--- src/core/dif_cfg.svh ---
// register map, field positions, reset values and sizes of the input format block
`ifndef DIF_CFG_SVH
`define DIF_CFG_SVH

// =====================================================
// register offsets
`define DIF_ADDR_CONFIG 8'h01
`define DIF_ADDR_STATUS 8'h10

// =====================================================
// configuration register fields
`define DIF_INSEL_HI 7
`define DIF_INSEL_LO 6
`define DIF_SYNC_BIT 4
`define DIF_TWOS_BIT 3
`define DIF_INV_BIT 2
`define DIF_INTERP_HI 1
`define DIF_INTERP_LO 0

// =====================================================
// reset values
`define DIF_RST_CONFIG 8'h0B
`define DIF_RST_DATA 16'h0000

// =====================================================
// sizes
`define DIF_SAMPLE_W 16
`define DIF_FIFO_DEPTH 8

`endif

--- src/core/dif_pkg.sv ---
// types shared by the input format block
package dif_pkg;

   // =====================================================
   // input arrangement codes
   typedef enum logic [1:0] {
      DIF_IN_SEPARATE = 2'h0,
      DIF_IN_LEAVE_A = 2'h1,
      DIF_IN_LEAVE_B = 2'h2,
      DIF_IN_MERGE = 2'h3
   } dif_insel_e;

   // =====================================================
   // input assembly states, one-hot
   typedef enum logic [2:0] {
      DIF_ST_IDLE = 3'b001,
      DIF_ST_PAIR = 3'b010,
      DIF_ST_MERGE = 3'b100
   } dif_state_e;

endpackage

--- src/core/dif_input_format.sv ---
// input format stage of a dual-channel interpolating converter
`timescale 1ns/1ps
`default_nettype none
`include "dif_cfg.svh"

module dif_input_format #(
   parameter int SW = `DIF_SAMPLE_W,
   parameter int DEPTH = `DIF_FIFO_DEPTH
) (
   // clock and reset
   input wire logic ref_clk,
   input wire logic rst,
   // register port
   input wire logic [7:0] addr,
   input wire logic [7:0] wdata,
   input wire logic wr_en,
   input wire logic rd_en,
   output logic [7:0] rdata,
   // sample source
   input wire logic [SW-1:0] a_data,
   input wire logic [SW-1:0] b_data,
   input wire logic in_valid,
   output logic in_ready,
   input wire logic second_input_clock,
   // sample sink
   output logic [SW-1:0] out_a,
   output logic [SW-1:0] out_b,
   output logic out_valid,
   input wire logic out_ready,
   // clock distribution controls
   output logic wr_clk_invert,
   output logic div_sync_pulse,
   output logic [1:0] interp_code
);

   localparam int LW = $clog2(DEPTH+1);

   // =====================================================
   // registers
   logic [7:0] cfg_reg;
   logic [7:0] act_reg;
   logic [7:0] rdata_reg;
   logic in_ready_reg;
   logic [SW-1:0] held_reg;
   logic sic_d_reg;
   logic div_sync_reg;
   logic inv_reg;
   logic [1:0] interp_reg;
   logic [SW-1:0] out_a_reg;
   logic [SW-1:0] out_b_reg;
   logic out_valid_reg;
   logic [2:0] rep_reg;
   dif_pkg::dif_state_e state_reg;
   dif_pkg::dif_state_e state_next;

   // =====================================================
   // active configuration fields
   wire dif_pkg::dif_insel_e act_insel = dif_pkg::dif_insel_e'(act_reg[`DIF_INSEL_HI:`DIF_INSEL_LO]);
   wire act_sync = act_reg[`DIF_SYNC_BIT];
   wire act_twos = act_reg[`DIF_TWOS_BIT];
   wire act_inv = act_reg[`DIF_INV_BIT];
   wire [1:0] act_interp = act_reg[`DIF_INTERP_HI:`DIF_INTERP_LO];

   // register decode
   wire cfg_hit = (addr == `DIF_ADDR_CONFIG);
   wire stat_hit = (addr == `DIF_ADDR_STATUS);
   wire cfg_wr = wr_en && cfg_hit;

   // format conversion to internal two's complement
   wire [SW-1:0] fa = act_twos ? a_data : {~a_data[SW-1], a_data[SW-2:0]};
   wire [SW-1:0] fb = act_twos ? b_data : {~b_data[SW-1], b_data[SW-2:0]};
   wire [SW-1:0] fsel = (act_insel == dif_pkg::DIF_IN_LEAVE_B) ? fb : fa;

   // fifo wiring
   logic push_valid;
   logic [2*SW-1:0] push_data;
   wire fifo_in_ready;
   wire fifo_out_valid;
   wire [2*SW-1:0] fifo_out_data;
   wire [LW-1:0] fifo_level;
   wire accept = in_valid && in_ready_reg;

   // interpolation output stage
   wire slot_free = !out_valid_reg || out_ready;
   wire pop = slot_free && (rep_reg == 3'h0) && fifo_out_valid;
   wire [2:0] rep_load = 3'((4'h1 << act_interp) - 4'h1);
   wire fill_zero = slot_free && (rep_reg != 3'h0);
   wire low_room = (fifo_level >= LW'(DEPTH-2));
   wire merge_push = (state_reg == dif_pkg::DIF_ST_MERGE) && fifo_in_ready;
   wire [7:0] status = {3'h0, fifo_level[LW-1:0] == '0, act_insel, state_reg != dif_pkg::DIF_ST_IDLE,
                        in_ready_reg};
   wire [7:0] rd_mux = cfg_hit ? cfg_reg : (stat_hit ? status : 8'h00);

   // =====================================================
   // input assembly, chooses what goes into the fifo
   always_comb begin
      state_next = state_reg;
      push_valid = 1'b0;
      push_data = {2*SW{1'b0}};
      unique case (state_reg)
         dif_pkg::DIF_ST_IDLE: begin
            if (accept) begin
               unique case (act_insel)
                  dif_pkg::DIF_IN_SEPARATE: begin
                     push_valid = 1'b1;
                     push_data = {fa, fb};
                  end
                  dif_pkg::DIF_IN_LEAVE_A, dif_pkg::DIF_IN_LEAVE_B: begin
                     state_next = dif_pkg::DIF_ST_PAIR;
                  end
                  dif_pkg::DIF_IN_MERGE: begin
                     push_valid = 1'b1;
                     push_data = {fa, {SW{1'b0}}};
                     state_next = dif_pkg::DIF_ST_MERGE;
                  end
               endcase
            end
         end
         dif_pkg::DIF_ST_PAIR: begin
            if (accept) begin
               push_valid = 1'b1;
               push_data = {held_reg, fsel};
               state_next = dif_pkg::DIF_ST_IDLE;
            end
         end
         dif_pkg::DIF_ST_MERGE: begin
            if (merge_push) begin
               push_valid = 1'b1;
               push_data = {held_reg, {SW{1'b0}}};
               state_next = dif_pkg::DIF_ST_IDLE;
            end
         end
      endcase
   end

   // config, active copy and assembly state
   always_ff @(posedge ref_clk) begin
      if (rst) begin
         cfg_reg <= `DIF_RST_CONFIG;
         act_reg <= `DIF_RST_CONFIG;
         state_reg <= dif_pkg::DIF_ST_IDLE;
         held_reg <= `DIF_RST_DATA;
         in_ready_reg <= 1'b0;
      end else begin
         if (cfg_wr) cfg_reg <= wdata;
         if (state_next == dif_pkg::DIF_ST_IDLE) act_reg <= cfg_reg;
         state_reg <= state_next;
         if (accept && state_reg == dif_pkg::DIF_ST_IDLE) held_reg <= (act_insel == dif_pkg::DIF_IN_MERGE) ? fb : fsel;
         in_ready_reg <= (state_next != dif_pkg::DIF_ST_MERGE) && !low_room;
      end
   end

   // read data, valid only in the cycle after the strobe
   always_ff @(posedge ref_clk) begin
      if (rst) rdata_reg <= 8'h00;
      else rdata_reg <= rd_en ? rd_mux : 8'h00;
   end

   // clock distribution controls
   always_ff @(posedge ref_clk) begin
      if (rst) begin
         sic_d_reg <= 1'b0;
         div_sync_reg <= 1'b0;
         inv_reg <= 1'b0;
         interp_reg <= 2'h0;
      end else begin
         sic_d_reg <= second_input_clock;
         div_sync_reg <= act_sync && second_input_clock && !sic_d_reg;
         inv_reg <= act_inv;
         interp_reg <= act_interp;
      end
   end

   // output stage, one sample then zero stuffing per interpolation step
   always_ff @(posedge ref_clk) begin
      if (rst) begin
         out_a_reg <= `DIF_RST_DATA;
         out_b_reg <= `DIF_RST_DATA;
         out_valid_reg <= 1'b0;
         rep_reg <= 3'h0;
      end else if (pop) begin
         out_a_reg <= fifo_out_data[2*SW-1:SW];
         out_b_reg <= fifo_out_data[SW-1:0];
         out_valid_reg <= 1'b1;
         rep_reg <= rep_load;
      end else if (fill_zero) begin
         out_a_reg <= `DIF_RST_DATA;
         out_b_reg <= `DIF_RST_DATA;
         out_valid_reg <= 1'b1;
         rep_reg <= rep_reg - 3'h1;
      end else if (slot_free) begin
         out_valid_reg <= 1'b0;
      end
   end

   // sample buffer between assembly and output stage
   dif_fifo #(
      .WIDTH(2*SW),
      .DEPTH(DEPTH)
   ) u_fifo (
      .ref_clk(ref_clk),
      .rst(rst),
      .in_valid(push_valid),
      .in_ready(fifo_in_ready),
      .in_data(push_data),
      .out_valid(fifo_out_valid),
      .out_ready(pop),
      .out_data(fifo_out_data),
      .level(fifo_level)
   );

   // port drives
   assign rdata = rdata_reg;
   assign in_ready = in_ready_reg;
   assign out_a = out_a_reg;
   assign out_b = out_b_reg;
   assign out_valid = out_valid_reg;
   assign wr_clk_invert = inv_reg;
   assign div_sync_pulse = div_sync_reg;
   assign interp_code = interp_reg;
endmodule
`default_nettype wire

--- src/core/dif_fifo.sv ---
// synchronous fifo with valid and ready on both sides
`timescale 1ns/1ps
`default_nettype none

module dif_fifo #(
   parameter int WIDTH = 32,
   parameter int DEPTH = 8
) (
   // clock and reset
   input wire logic ref_clk,
   input wire logic rst,
   // filling side
   input wire logic in_valid,
   output logic in_ready,
   input wire logic [WIDTH-1:0] in_data,
   // draining side
   output logic out_valid,
   input wire logic out_ready,
   output logic [WIDTH-1:0] out_data,
   // fill level
   output logic [$clog2(DEPTH+1)-1:0] level
);

   localparam int AW = $clog2(DEPTH);
   localparam int LW = $clog2(DEPTH+1);

   logic [WIDTH-1:0] mem_reg [DEPTH];
   logic [AW-1:0] wr_ptr_reg;
   logic [AW-1:0] rd_ptr_reg;
   logic [LW-1:0] cnt_reg;
   wire push = in_valid && in_ready;
   wire pop = out_valid && out_ready;

   // honest flags from the count
   assign in_ready = (cnt_reg != LW'(DEPTH));
   assign out_valid = (cnt_reg != '0);
   assign out_data = mem_reg[rd_ptr_reg];
   assign level = cnt_reg;

   // pointer and count update
   always_ff @(posedge ref_clk) begin
      if (rst) begin
         wr_ptr_reg <= '0;
         rd_ptr_reg <= '0;
         cnt_reg <= '0;
      end else begin
         if (push) wr_ptr_reg <= (wr_ptr_reg == AW'(DEPTH-1)) ? '0 : wr_ptr_reg + 1'b1;
         if (pop) rd_ptr_reg <= (rd_ptr_reg == AW'(DEPTH-1)) ? '0 : rd_ptr_reg + 1'b1;
         cnt_reg <= cnt_reg + LW'(push) - LW'(pop);
      end
   end

   // storage write
   always_ff @(posedge ref_clk) begin
      if (push) mem_reg[wr_ptr_reg] <= in_data;
   end

endmodule
`default_nettype wire

--- config.mk ---
export PLATFORM = sky130hd
export DESIGN_NAME = dif_input_format
export DESIGN_NICKNAME = d
export VERILOG_FILES = /design/src/core/dif_pkg.sv /design/src/core/dif_input_format.sv /design/src/core/dif_fifo.sv
export VERILOG_INCLUDE_DIRS = /design/src /design/src/core
export SDC_FILE = /design/constraint.sdc
export NUM_CORES = 1
export LEC_CHECK = 0
export BUFFER_PORTS_ARGS = -buffer_cell sky130_fd_sc_hd__buf_2
export CAP_MARGIN = 20
export CORE_MARGIN = 5
export CORE_UTILIZATION = 60
export DETAILED_ROUTE_END_ITERATION = 12
export GPL_ROUTABILITY_DRIVEN = 0
export PLACE_DENSITY = 0.85
export SLEW_MARGIN = 5
export SYNTH_ARGS = -nofsm -noshare
export SYNTH_HDL_FRONTEND = slang
export SYNTH_SLANG_ARGS = --single-unit
--- constraint.sdc ---
create_clock -name ref_clk -period 6.6 [get_ports ref_clk]
set_input_delay 1.32 -clock ref_clk [delete_from_list [all_inputs] [get_ports ref_clk]]
set_output_delay 1.32 -clock ref_clk [all_outputs]
set_load 0.01 [all_outputs]
==> summary by stage, run 1 <==
Min path
The path with the worst hold slack has its endpoint at out_b[2]. The hold path startpoint is out_b[2]. The tightest min-delay check is of the reg2reg type. The number of cells on the worst hold path is 1.

Run
Max-cap violations in this run came to 0.

Clock tree
The root buffer cell is sky130_fd_sc_hd__clkbuf_16. The count of hold-fix buffers inserted at cts is 0. CTS built an H-tree with a depth of 2. The post-CTS setup repair buffer count is 0. The latest clock arrival within the worst-skew pair is 0.51 ns. The number of resized instances in the post-cts repair step is 0. The clock transition at the registers of the reported paths is 0.06 ns. The clock tree from TritonCTS is built.

The maximum buffer depth of the clock tree is 3. The sink count of the clock tree is 353. In this run, CTS created clock tree buffers numbering 36.

Timing
For the finished layout, the period the worst path requires is 3.10 ns. Across the routed clock network, the largest skew measured is 0.0197 ns. Setup violations remaining at the end of the flow were counted as 0. The portion of the clock cycle consumed by the worst path in the final layout is 46.9%. The number of pins exceeding their max-slew limit in the final report is 0. The post-route setup TNS is 0 ns. The hold violation total from the final report is 0. Setup repair after global routing left no endpoint under its margin.

For this run, the top clock speed supported by timing is ~320 MHz. The transition time at the pin with the least slew margin is just over 1 ns. The final worst-path setup slack is 3.50 ns.

In this run the tightest slew margin relative to its limit is between 30% and 40%. On the final layout, the worst hold slack is between 0.4 and 0.5 ns.

Synthesis
The number of warning messages in the yosys log is 0. The flip-flop cell with the highest count after synthesis is sky130_fd_sc_hd__edfxtp_1. The share of synthesized area occupied by flip-flops and latches is 69.4%.

The synthesized design contains roughly 350 register bits. The number of distinct standard cells referenced by the synthesized netlist is 63. Synthesis produced a netlist with a net count of 890. After synthesis, the share of flip-flops with an asynchronous set or reset is 0%.

Yosys mapped a number of flops with a built-in enable equal to between 200 and 300. The mapped cell area is 13900 sq um. Counting every instance in the synthesized netlist gives 818. Each instance of the synthesized netlist takes up on average 17.0 sq um.

Setup path
The cell count of the worst reg-to-reg path is 6. The worst setup path is of the in2reg kind. The kind of start point of the critical path is an input pin. The slowest stage of the critical path belongs to the cell sky130_fd_sc_hd__nor2_4.

The arrival time reported for the critical path endpoint is 3.21 ns. The maximum single-stage delay on the critical path is 0.87 ns. Data on the critical path is required at its endpoint by 6.72 ns. The setup check on the worst reg-to-reg path leaves a slack of 3.68 ns. The critical path goes through buf_2 -> nand4b_2 -> o211ai_1 -> nand3_1 -> nor2_4. In this run the critical register-to-register path is launched from act_reg[6]. STA classifies the critical path endpoint as a flip-flop. The terminus of the critical flop-to-flop path is u_fifo.mem_reg[7][21].

The highest net fanout along the worst path is 32.

Finish
The filler cell count in the final layout is 1412. In the layout the commonest cells are sky130_fd_sc_hd__edfxtp_1 (256), sky130_fd_sc_hd__buf_2 (100), sky130_fd_sc_hd__dfxtp_1 (94), sky130_fd_sc_hd__mux4_2 (64), sky130_fd_sc_hd__mux2i_1 (48). 0 antenna diodes ended up in the layout. The net count of the finished layout is 995.

The final cell area excluding filler cells is 15800 sq um. The register with the most flip-flops in the layout has approximately 260 of them. The non-filler instance count after layout is 1234. The layout cell share with drive strength beyond 1 is 26.4%.

The layout-stage area growth over the synthesis result is 13.6%. The most common cell after layout, fill and taps aside is sky130_fd_sc_hd__edfxtp_1.

Routing
The routed layout has 7908 vias. Wires add up to 30600 microns. The mean routed wirelength per cell is 24.8 microns.

Dividing the detail-routed via count by the number of cells gives 6.41. The DRC marker count from the first detailed-route iteration is 842. The detail route stage leaves a number of antenna-violating nets equal to 0. The first detailed-routing pass ran for 5 iterations.

In the routed design, unresolved DRC markers number 0.

Place
In this run, placement finished with an instance count of 1170. After detailed placement, the total cell area comes to 14700 sq um. The HPWL after detailed placement is approximately 18000 microns. Before CTS, the worst setup slack after placement is 2.97 ns. During placement, the flow inserted port buffers numbering 100.

Floorplanning
The die is 162 microns wide. The number of primary I/O pins is ~100. The initial standard-cell utilization of the core is 61.1%. In this run the core area contains 55 standard-cell rows.

The area of the die is 26300 sq um. The core box area is 22700 sq um. From bottom edge to top edge, the die measures 162 microns.

Pwr
The analysis attributes to cell leakage a power of 5.49 nW. The total power per unit cell area is 348 nW/um^2. The largest vdd supply drop is 0.229 mV.

Global route
The via count of the first global-routing pass is 8226. The largest net degree at the start of global routing is 65. The first global-routing pass estimated 47800 microns of wire.

The number of antenna violations at the first check in global routing is 1. The overall overflow remaining after global route is 0. The global routing usage summed across all routing layers is between 20% and 30%.

Status
The flow ran to the end, and the final reports show no timing, DRC or antenna violations.
cell type report:
class	count	area [sq um]	area share (%)
Clock buffer	53	996	6.31
Clock inverter	11	65.1	0.412
Inverter	15	56.3	0.357
Multi-Input combinational cell	400	4040	25.6
Sequential cell	353	9640	61.1
Tap cell	285	357	2.26
Timing Repair Buffer	117	628	3.98
metal layers:
| layer | global-route usage (%) | vias to the layer above | wire (microns) |
|---|---|---|---|
| met4 | 7.84 | 2 | 889 |
| met2 | 38.1 | 382 | 14900 |
| met1 | 32.7 | 3990 | 12300 |
| met3 | 5.63 | 72 | 2520 |
| met5 | 0 | - | 13 |
| li1 | - | 3462 | - |
through the flow:
step	power, mW	utilization [%]
2_1_floorplan	3.41	-
3_3_place_gp	3.66	64.8
3_5_place_dp	3.69	64.8
4_1_cts	5.53	69.5
5_1_grt	5.74	69.5
6_report	5.49	69.5
worst max path at each step:
stage	start	cells past startpoint	to	slack, ns
2_1_floorplan	in_valid	4	u_fifo.mem_reg[1][0]	0.73
5_1_grt	in_valid	5	u_fifo.mem_reg[7][21]	3.31
6_report	in_valid	5	u_fifo.mem_reg[7][21]	3.50
3_3_place_gp	in_valid	5	u_fifo.mem_reg[7][2]	3.03
3_5_place_dp	in_valid	5	u_fifo.mem_reg[7][5]	2.97
4_1_cts	in_valid	5	u_fifo.mem_reg[7][21]	3.49
worst max-delay path, delay by kind of cell:
kind | cells | cell delay, ns
and+or+nand+nor | 3 | 1.36
AOI/OAI and AO/OA | 1 | 0.37
buffers and inverters | 1 | 0.12
where the power goes:
group	total (mW)	switching, mW	internal (mW)
Clock	1.84	0.791	1.05
Sequential	2.64	0.103	2.53
Combinational	1.01	0.534	0.481
cell usage after synthesis (2+ instances only):
cell type	n	area [sq um]
sky130_fd_sc_hd__nor2b_1	10	62.6
sky130_fd_sc_hd__nand3_1	4	20.0
sky130_fd_sc_hd__o2bb2ai_1	32	280
sky130_fd_sc_hd__nor2_1	48	180
sky130_fd_sc_hd__mux2i_1	48	480
sky130_fd_sc_hd__nor4_1	2	12.5
sky130_fd_sc_hd__xnor2_1	6	52.6
sky130_fd_sc_hd__a21oi_1	9	45.0
sky130_fd_sc_hd__a311oi_1	15	131
sky130_fd_sc_hd__edfxtp_1	256	7690
sky130_fd_sc_hd__nor3_1	5	25.0
sky130_fd_sc_hd__dfxtp_1	97	1940
sky130_fd_sc_hd__nand3b_1	2	15.0
sky130_fd_sc_hd__buf_2	22	110
sky130_fd_sc_hd__and2_1	4	25.0
sky130_fd_sc_hd__nor3b_1	6	45.0
sky130_fd_sc_hd__ha_1	16	200
sky130_fd_sc_hd__inv_1	15	56.3
sky130_fd_sc_hd__mux4_2	64	1440
sky130_fd_sc_hd__a22o_1	36	315
sky130_fd_sc_hd__a21o_1	3	22.5
sky130_fd_sc_hd__a211o_1	3	26.3
sky130_fd_sc_hd__nand2_1	21	78.8
sky130_fd_sc_hd__a211oi_1	3	22.5
sky130_fd_sc_hd__o21ai_0	20	100
sky130_fd_sc_hd__clkbuf_1	26	97.6
sky130_fd_sc_hd__nand2b_1	9	56.3
cell families (layout without fill, tap and decap cells):
family | count (synthesis) | after routing | synth area share [%]
AOI/OAI and AO/OA | 134 | 134 | 7.74
xor gates and xnor gates | 7 | 7 | 0.442
adders and majority gates | 17 | 17 | 1.59
buffers and inverters | 65 | 196 | 1.98
DFF | 353 | 353 | 69.4
muxes | 113 | 113 | 13.9
and+or+nand+nor | 129 | 129 | 4.95
No activity file was read; power rests on OpenSTA's default activity.
==> inputs of run 2 (changes only) <==
==> constraint.sdc (replaced) <==
create_clock -name ref_clk -period 3.09 [get_ports ref_clk]
set_input_delay 0.618 -clock ref_clk [delete_from_list [all_inputs] [get_ports ref_clk]]
set_output_delay 0.618 -clock ref_clk [all_outputs]
set_load 0.01 [all_outputs]
==> run 2 against run 1 <==
  * Core utilization is 1.6 points higher
  * Die area unchanged
  * Flip-flop and latch count stayed put
  * Highest routed layer is now met4
  * Largest power group unchanged
  * Via count rose by 0.76%
==> summary by stage, run 2 (synthesis gave the netlist of run 1 again) <==
Clock tree
The clock transition at the registers of the reported paths is 0.06 ns (about the same). The root buffer cell was sky130_fd_sc_hd__clkbuf_16 (unchanged). The maximum buffer depth of the clock tree is 3 (unchanged).

The sink count of the clock tree was 353 (unchanged). The post-CTS setup repair buffer count is 0 (unchanged). The total clock buffers created by CTS came to 37 (was 36).

The clock tree from TritonCTS is built (unchanged). The count of hold-fix buffers inserted at cts is 0 (unchanged). The latest clock arrival within the worst-skew pair is 0.52 ns (was 0.51 ns). The number of resized instances in the post-cts repair step is 0 (unchanged). The H-tree level count is 2 (unchanged).

Pwr
The total design power is 12.1 mW (was 5.49 mW). The switching part of the total is 25.8% (was 26.0%). The net load switching power is 3.11 mW (was 1.43 mW). The total power per unit cell area is 747 nW/um^2 (was 348 nW/um^2). The combinational fraction of design power is 18.3% (was 18.5%). The internal power component was 8.94 mW (was 4.06 mW).

The leakage power total is 5.63 nW (was 5.49 nW). The relative contribution of sequential cells to total power was 47.2% (was 48.0%). The largest vdd supply drop is 0.481 mV (was 0.229 mV). The portion of total power attributed to the clock network came to 34.5% (was 33.5%).

Global route
The largest net degree at the start of global routing is 65 (unchanged). The overall overflow remaining after global route is 0 (unchanged). The global routing usage summed across all routing layers is 24.0% (was 23.8%). The global-route wire length before repair is 48200 microns (was 47800 microns).

The number of antenna violations at the first check in global routing is 1 (unchanged). The via count of the first global-routing pass was 8344 (was 8226).

Min path
The type of the worst min-delay path is in2reg (was reg2reg).

Timing
The number of pins exceeding their max-slew limit in the final report is 0 (unchanged). The time the worst path needs with I/O delays and setup is 2.67 ns. The transition time at the pin with the least slew margin is 0.842 ns (was 1.03 ns).

Of the available clock period, the critical path in the final layout requires approximately 86%. Setup repair after global routing missed its margin: false (unchanged). Derived from the worst setup path, the maximum achievable clock frequency is around 370 MHz.

The clock tree skew after final layout is 0.0137 ns (was 0.0197 ns). The worst hold slack after final layout is 0.340 ns (was 0.458 ns). The number of failing setup endpoints in the final timing report was 0 (unchanged). The max-slew headroom at the worst pin is 43.9% (was 31.1%). The hold violation total from the final report is 0 (unchanged).

Routing
The remaining antenna violation count is 0 (unchanged). The mean routed wirelength per cell is 24.6 microns (was 24.8 microns). The DRC marker count from the first detailed-route iteration was 752 (was 842). The DRC violations left is 0 (unchanged). The total number of vias is 7968 (was 7908). The via count normalized by instance count is 6.37 (was 6.41). The number of iterations in the first detailed-routing pass is 7 (was 5). The wire length after detailed routing is 30800 microns (was 30600 microns).

Floorplanning
The area of the die was 26300 sq um (unchanged). The core box area came to 22700 sq um (unchanged). The initial standard-cell utilization of the core is 61.1% (unchanged).

The die extent in x is 162 microns (unchanged). The floorplan row count was 55 (unchanged). The height of the die came to 162 microns (unchanged). The number of primary I/O pins was 101 (unchanged).

Setup path
The highest net fanout along the worst path came to 22 (was 32). The capture point of the critical path is u_fifo.mem_reg[2][30] (was u_fifo.mem_reg[7][21]). The cell at the slowest stage of the critical path is sky130_fd_sc_hd__dfxtp_1 (was sky130_fd_sc_hd__nor2_4). The arrival time reported for the critical path endpoint was 2.84 ns (was 3.21 ns).

The data required time at the worst endpoint came to 3.26 ns (was 6.72 ns). Cells traversed along the worst timing path: inv_1 -> ha_1 -> nand3b_1 -> o211ai_1 -> nand2_1 -> nor4b_4 -> buf_4 (was buf_2 -> nand4b_2 -> o211ai_1 -> nand3_1 -> nor2_4). The cell count of the worst reg-to-reg path is 7 (was 6).

The terminus of the critical flop-to-flop path is u_fifo.mem_reg[2][30] (was u_fifo.mem_reg[7][21]). The start-to-end type of the worst setup path is reg2reg (was in2reg). The startpoint of the most critical register-to-register path was act_reg[6] (unchanged). The kind of start point of the critical path is a flip-flop (was input pin). The worst setup slack for register-to-register paths is 0.42 ns (was 3.68 ns). The maximum single-stage delay on the critical path is 0.39 ns (was 0.87 ns).

The critical path launch point was act_reg[6] (was in_valid). The kind of capture point of the worst setup path is a flip-flop (unchanged).

Place
The number of port buffers is 100 (unchanged). The HPWL after detailed placement is 19200 microns (was 17800 microns).

Run
The number of violations of the max-capacitance limit is 0 (unchanged).

Finish
The total inserted antenna cells came to 0 (unchanged). The layout-stage area growth over the synthesis result is 16.2% (was 13.6%). The layout net count is 1008 (was 995). The layout cell share with drive strength beyond 1 was 27.9% (was 26.4%).

The most common cell after layout, fill and taps aside is sky130_fd_sc_hd__edfxtp_1 (unchanged). The number of flip-flops in the largest register is 256 (unchanged). Most used cells in the layout excluding fill and tap cells: sky130_fd_sc_hd__edfxtp_1 (256), sky130_fd_sc_hd__buf_2 (100), sky130_fd_sc_hd__dfxtp_1 (94), sky130_fd_sc_hd__mux4_2 (64), sky130_fd_sc_hd__mux2i_1 (48) (unchanged).

Status
Result of the run: complete, no violations (unchanged).
==> run 2: cell count changes in the layout (fill, tap and decap cells not counted), sizes merged <==
| cell | previous run | this run |
|---|---|---|
| clkbuf | 53 | 54 |
| buf | 117 | 129 |
| clkinv | 10 | 12 |
| inv | 15 | 16 |
==> run 2: power groups by stage <==
stage	Combinational (mW)	Clock (mW)	Sequential [mW]
after global routing	2.42	4.47	5.73
after global placement	2.15	0	5.76
after floorplan	1.61	0	5.67
after CTS	2.24	4.23	5.69
final	2.21	4.16	5.68
after detailed placement	2.21	0	5.77
==> run 2: cell type report <==
type | instances | area [sq um]
Fill cell | 1366 | 6580
Clock buffer | 54 | 1080
Timing Repair Buffer | 129 | 843
Multi-Input combinational cell | 400 | 4080
Sequential cell | 353 | 9640
Inverter | 15 | 56.3
Clock inverter | 14 | 73.8
Tap cell | 285 | 357
==> run 2: worst min-delay path by stage <==
stage | from | to | slack (ns) | cells past startpoint
6_report | wdata[7] | cfg_reg[7] | 0.34 | 3
5_1_grt | wdata[4] | cfg_reg[4] | 0.34 | 3
4_1_cts | wdata[7] | cfg_reg[7] | 0.32 | 3
3_5_place_dp | out_b[2] | out_b[2] | 0.44 | 1
3_3_place_gp | out_a[15] | out_a[15] | 0.44 | 1
2_1_floorplan | cfg_reg[5] | rdata[5] | 0.43 | 1
==> run 2: layer usage <==
layer	up-vias	part of all wire [%]	global-route usage [%]
li1	3490	-	-
met1	4026	39	32.1
met2	389	50	40.1
met3	63	8.1	5.02
met4	0	3.1	7.77
met5	-	0	0
==> run 2: through the flow <==
stage               instance area, sq um  cells  TNS [ns]  setup slack, ns  utilization [%]
finish                             16100   1250         0            0.423             71.0
global route                       16100   1250         0            0.210             71.0
CTS                                16100   1250         0            0.416             71.0
detailed placement                 15000   1182         0            0.349             65.9
global placement                   15000   1182         0            0.418             65.9
floorplan                          13900    818    -33.26           -0.526                -
==> run 2: worst max-delay path: cells and delay by family (launching register included) <==
kind / cells / cell delay [ns]
and+or+nand+nor: 3 / 0.91
adders and majority gates: 1 / 0.32
DFF: 1 / 0.39
buffers and inverters: 2 / 0.49
AOI/OAI and AO/OA: 1 / 0.20
==> inputs of run 3 (changes only) <==
--- a/config.mk
+++ b/config.mk
@@ -9,10 +9,10 @@
 export BUFFER_PORTS_ARGS = -buffer_cell sky130_fd_sc_hd__buf_2
 export CAP_MARGIN = 20
 export CORE_MARGIN = 5
-export CORE_UTILIZATION = 60
+export CORE_UTILIZATION = 45
 export DETAILED_ROUTE_END_ITERATION = 12
 export GPL_ROUTABILITY_DRIVEN = 0
-export PLACE_DENSITY = 0.85
+export PLACE_DENSITY = 0.68
 export SLEW_MARGIN = 5
 export SYNTH_ARGS = -nofsm -noshare
 export SYNTH_HDL_FRONTEND = slang
==> run 3 against run 2 <==
  * Core utilization shrank 18 points
  * Routed wire length shrank 4.6%
  * Combinational power grew 3%
  * Clock power grew 4%
  * Sequential power shrank 2%
  * Sequential share of layout area shrank 0.69 points
  * Largest cell class unchanged
  * Power grew 0.87%
  * Clock-buffer cell count shrank 5
  * Worst hold slack gained 0.0058 ns
==> summary by stage, run 3 (synthesis gave the netlist of run 1 again) <==
Status
Result of the run: complete, no violations (unchanged).

Routing
The DRC violations left came to 0 (unchanged). The DRC marker count from the first detailed-route iteration is 578 (was 752). The total number of vias came to 7633 (was 7968).

The via count normalized by instance count is 5.60 (was 6.37). The remaining antenna violation count is 0 (unchanged). The number of iterations in the first detailed-routing pass is 5 (was 7).

The mean routed wirelength per cell was 21.6 microns (was 24.6 microns). The wire length after detailed routing was 29400 microns (was 30800 microns).

Timing
The time the worst path needs with I/O delays and setup is 2.63 ns (was 2.67 ns). The transition time at the pin with the least slew margin came to 0.742 ns (was 0.842 ns). The achievable clock frequency is 380 MHz (was 375 MHz). The clock tree skew after final layout is 0.0252 ns (was 0.0137 ns).

The final worst-path setup slack came to 0.459 ns (was 0.423 ns). The max-slew headroom at the worst pin is 50.5% (was 43.9%). The number of pins exceeding their max-slew limit in the final report is 0 (unchanged). The number of failing setup endpoints in the final timing report is 0 (unchanged). The hold violation total from the final report was 0 (unchanged).

The portion of the clock cycle consumed by the worst path in the final layout is 85.1% (was 86.3%). Setup repair after global routing missed its margin: false (unchanged).

Global route
The number of antenna violations at the first check in global routing is 3 (was 1). The via count of the first global-routing pass is 7896 (was 8344). The global routing usage summed across all routing layers is 17.4% (was 24.0%). The global-route wire length before repair is 46200 microns (was 48200 microns). The overall overflow remaining after global route was 0 (unchanged). The largest net degree at the start of global routing is 65 (unchanged).

Clock tree
The total clock buffers created by CTS is 37 (unchanged). The post-CTS setup repair buffer count is 0 (unchanged). The count of hold-fix buffers inserted at cts came to 0 (unchanged). The clock transition at the registers of the reported paths came to 0.06 ns (about the same). The maximum buffer depth of the clock tree came to 3 (unchanged). The H-tree level count came to 2 (unchanged). The clock tree from TritonCTS is built (unchanged).

The latest clock arrival within the worst-skew pair came to 0.53 ns (was 0.52 ns). The sink count of the clock tree was 353 (unchanged). The number of resized instances in the post-cts repair step was 0 (unchanged). The root buffer cell was sky130_fd_sc_hd__clkbuf_16 (unchanged).

Place
The HPWL after detailed placement is 18500 microns (was 19200 microns). The worst setup timing slack at the placement stage came to 0.357 ns (was 0.349 ns). The number of port buffers is 100 (unchanged).

Setup path
The terminus of the critical flop-to-flop path is u_fifo.mem_reg[6][31] (was u_fifo.mem_reg[2][30]). The start-to-end type of the worst setup path is reg2reg (unchanged). The family with the most delay on the worst path is simple AND/OR/NAND/NOR gates (unchanged).

The combined buffer and inverter count along the critical path came to 1 (was 2). The kind of start point of the critical path is a flip-flop (unchanged). The kind of capture point of the worst setup path is a flip-flop (unchanged).

The worst setup slack for register-to-register paths was 0.46 ns (was 0.42 ns). The startpoint of the most critical register-to-register path is state_reg[1] (was act_reg[6]). The arrival time reported for the critical path endpoint is 2.79 ns (was 2.84 ns). Cells traversed along the worst timing path: nand4b_2 -> o211ai_1 -> nand3_1 -> nor3b_4 -> buf_4 (was inv_1 -> ha_1 -> nand3b_1 -> o211ai_1 -> nand2_1 -> nor4b_4 -> buf_4). The highest net fanout along the worst path is 22 (unchanged). The data required time at the worst endpoint came to 3.25 ns (was 3.26 ns). The cell count of the worst reg-to-reg path was 5 (was 7). The cell at the slowest stage of the critical path is sky130_fd_sc_hd__dfxtp_1 (unchanged).

The maximum single-stage delay on the critical path is 0.56 ns (was 0.39 ns).

Pwr
The leakage power total came to 5.66 nW (was 5.63 nW). The total power per unit cell area is 745 nW/um^2 (was 747 nW/um^2). The largest vdd supply drop came to 0.347 mV (was 0.481 mV).

Finish
The number of flip-flops in the largest register is 256 (unchanged). The most common cell after layout, fill and taps aside is sky130_fd_sc_hd__edfxtp_1 (unchanged). The filler cell count in the final layout came to 2406 (was 1366). The layout-stage area growth over the synthesis result is 17.5% (was 16.2%). Most used cells in the layout excluding fill and tap cells: sky130_fd_sc_hd__edfxtp_1 (256), sky130_fd_sc_hd__buf_2 (100), sky130_fd_sc_hd__dfxtp_1 (94), sky130_fd_sc_hd__mux4_2 (64), sky130_fd_sc_hd__mux2i_1 (48) (unchanged). The layout net count is 1011 (was 1008). The final core utilization is 53.5% (was 71.0%). The total inserted antenna cells was 0 (unchanged). The layout cell share with drive strength beyond 1 is 28.5% (was 27.9%).

Min path
The destination of the worst hold path was cfg_reg[2] (was cfg_reg[7]). The type of the worst min-delay path was in2reg (unchanged). The number of cells on the worst hold path came to 3 (unchanged). The hold path startpoint is wdata[2] (was wdata[7]).

Floorplanning
The area of the die is 34500 sq um (was 26300 sq um). The height of the die was 186 microns (was 162 microns). The number of primary I/O pins is 101 (unchanged). The floorplan row count is 64 (was 55).

The core box area is 30500 sq um (was 22700 sq um). The die extent in x was 186 microns (was 162 microns). The initial standard-cell utilization of the core is 45.5% (was 61.1%).

Run
The number of violations of the max-capacitance limit is 0 (unchanged).
[run 3: changes by cell type in the layout (fill, tap and decap cells not counted), sizes merged]
cell and change:
buf +3, bufinv +2, clkbuf -5, clkinvlp +2
inv +1
[run 3: how the worst max path moves through the flow]
stage	from	endpoint	slack (ns)	depth (start not counted)
after global placement	in_valid	u_fifo.mem_reg[6][16]	0.44	6
after floorplan	in_valid	u_fifo.mem_reg[1][0]	-0.53	4
after global routing	act_reg[6]	u_fifo.mem_reg[6][14]	0.28	7
after CTS	act_reg[6]	u_fifo.mem_reg[6][14]	0.45	7
after detailed placement	in_valid	u_fifo.mem_reg[6][16]	0.36	6
final	state_reg[1]	u_fifo.mem_reg[6][31]	0.46	5
[run 3: report_power, final]
| part | internal [mW] | total (mW) | switching, mW |
|---|---|---|---|
| Sequential | 5.41 | 5.56 | 0.149 |
| Combinational | 1.08 | 2.27 | 1.19 |
| Clock | 2.54 | 4.33 | 1.79 |
| Total | 9.04 | 12.2 | 3.12 |
[run 3: final cells by class]
type / count / area (sq um) / share of cell area (%)
repair buffers: 132 / 841 / 5.15
clock buffers: 49 / 1030 / 6.33
flip-flops and latches: 353 / 9640 / 59.0
inverters: 15 / 56.3 / 0.345
clock inverters: 19 / 171 / 1.05
multi-input cells: 400 / 4090 / 25.0
well taps: 396 / 495 / 3.04
[run 3: per-stage QoR]
step	power, mW	hold slack, ns	setup TNS [ns]	cells	cell area [sq um]
3_5_place_dp	7.98	0.441	0	1296	15100
5_1_grt	12.8	0.352	0	1364	16300
6_report	12.2	0.346	0	1364	16300
4_1_cts	12.3	0.327	0	1364	16300
3_3_place_gp	7.95	0.439	0	1296	15100
2_1_floorplan	7.28	0.430	-33.26	818	13900
[run 3: worst reg2reg max path, delay by kind of cell, from the launching register on]
family	cells	cell delay, ns
DFF	1	0.56
buffers and inverters	1	0.39
AOI/OAI and AO/OA	1	0.37
and+or+nand+nor	3	0.95
[run 3: per-layer routing]
layer	share of wire (%)	up-vias	track usage [%]
met5	0.14	-	0
met4	1.4	6	3.24
met3	7.8	40	4.10
met2	48	250	28.3
met1	43	3841	24.4
li1	-	3496	-
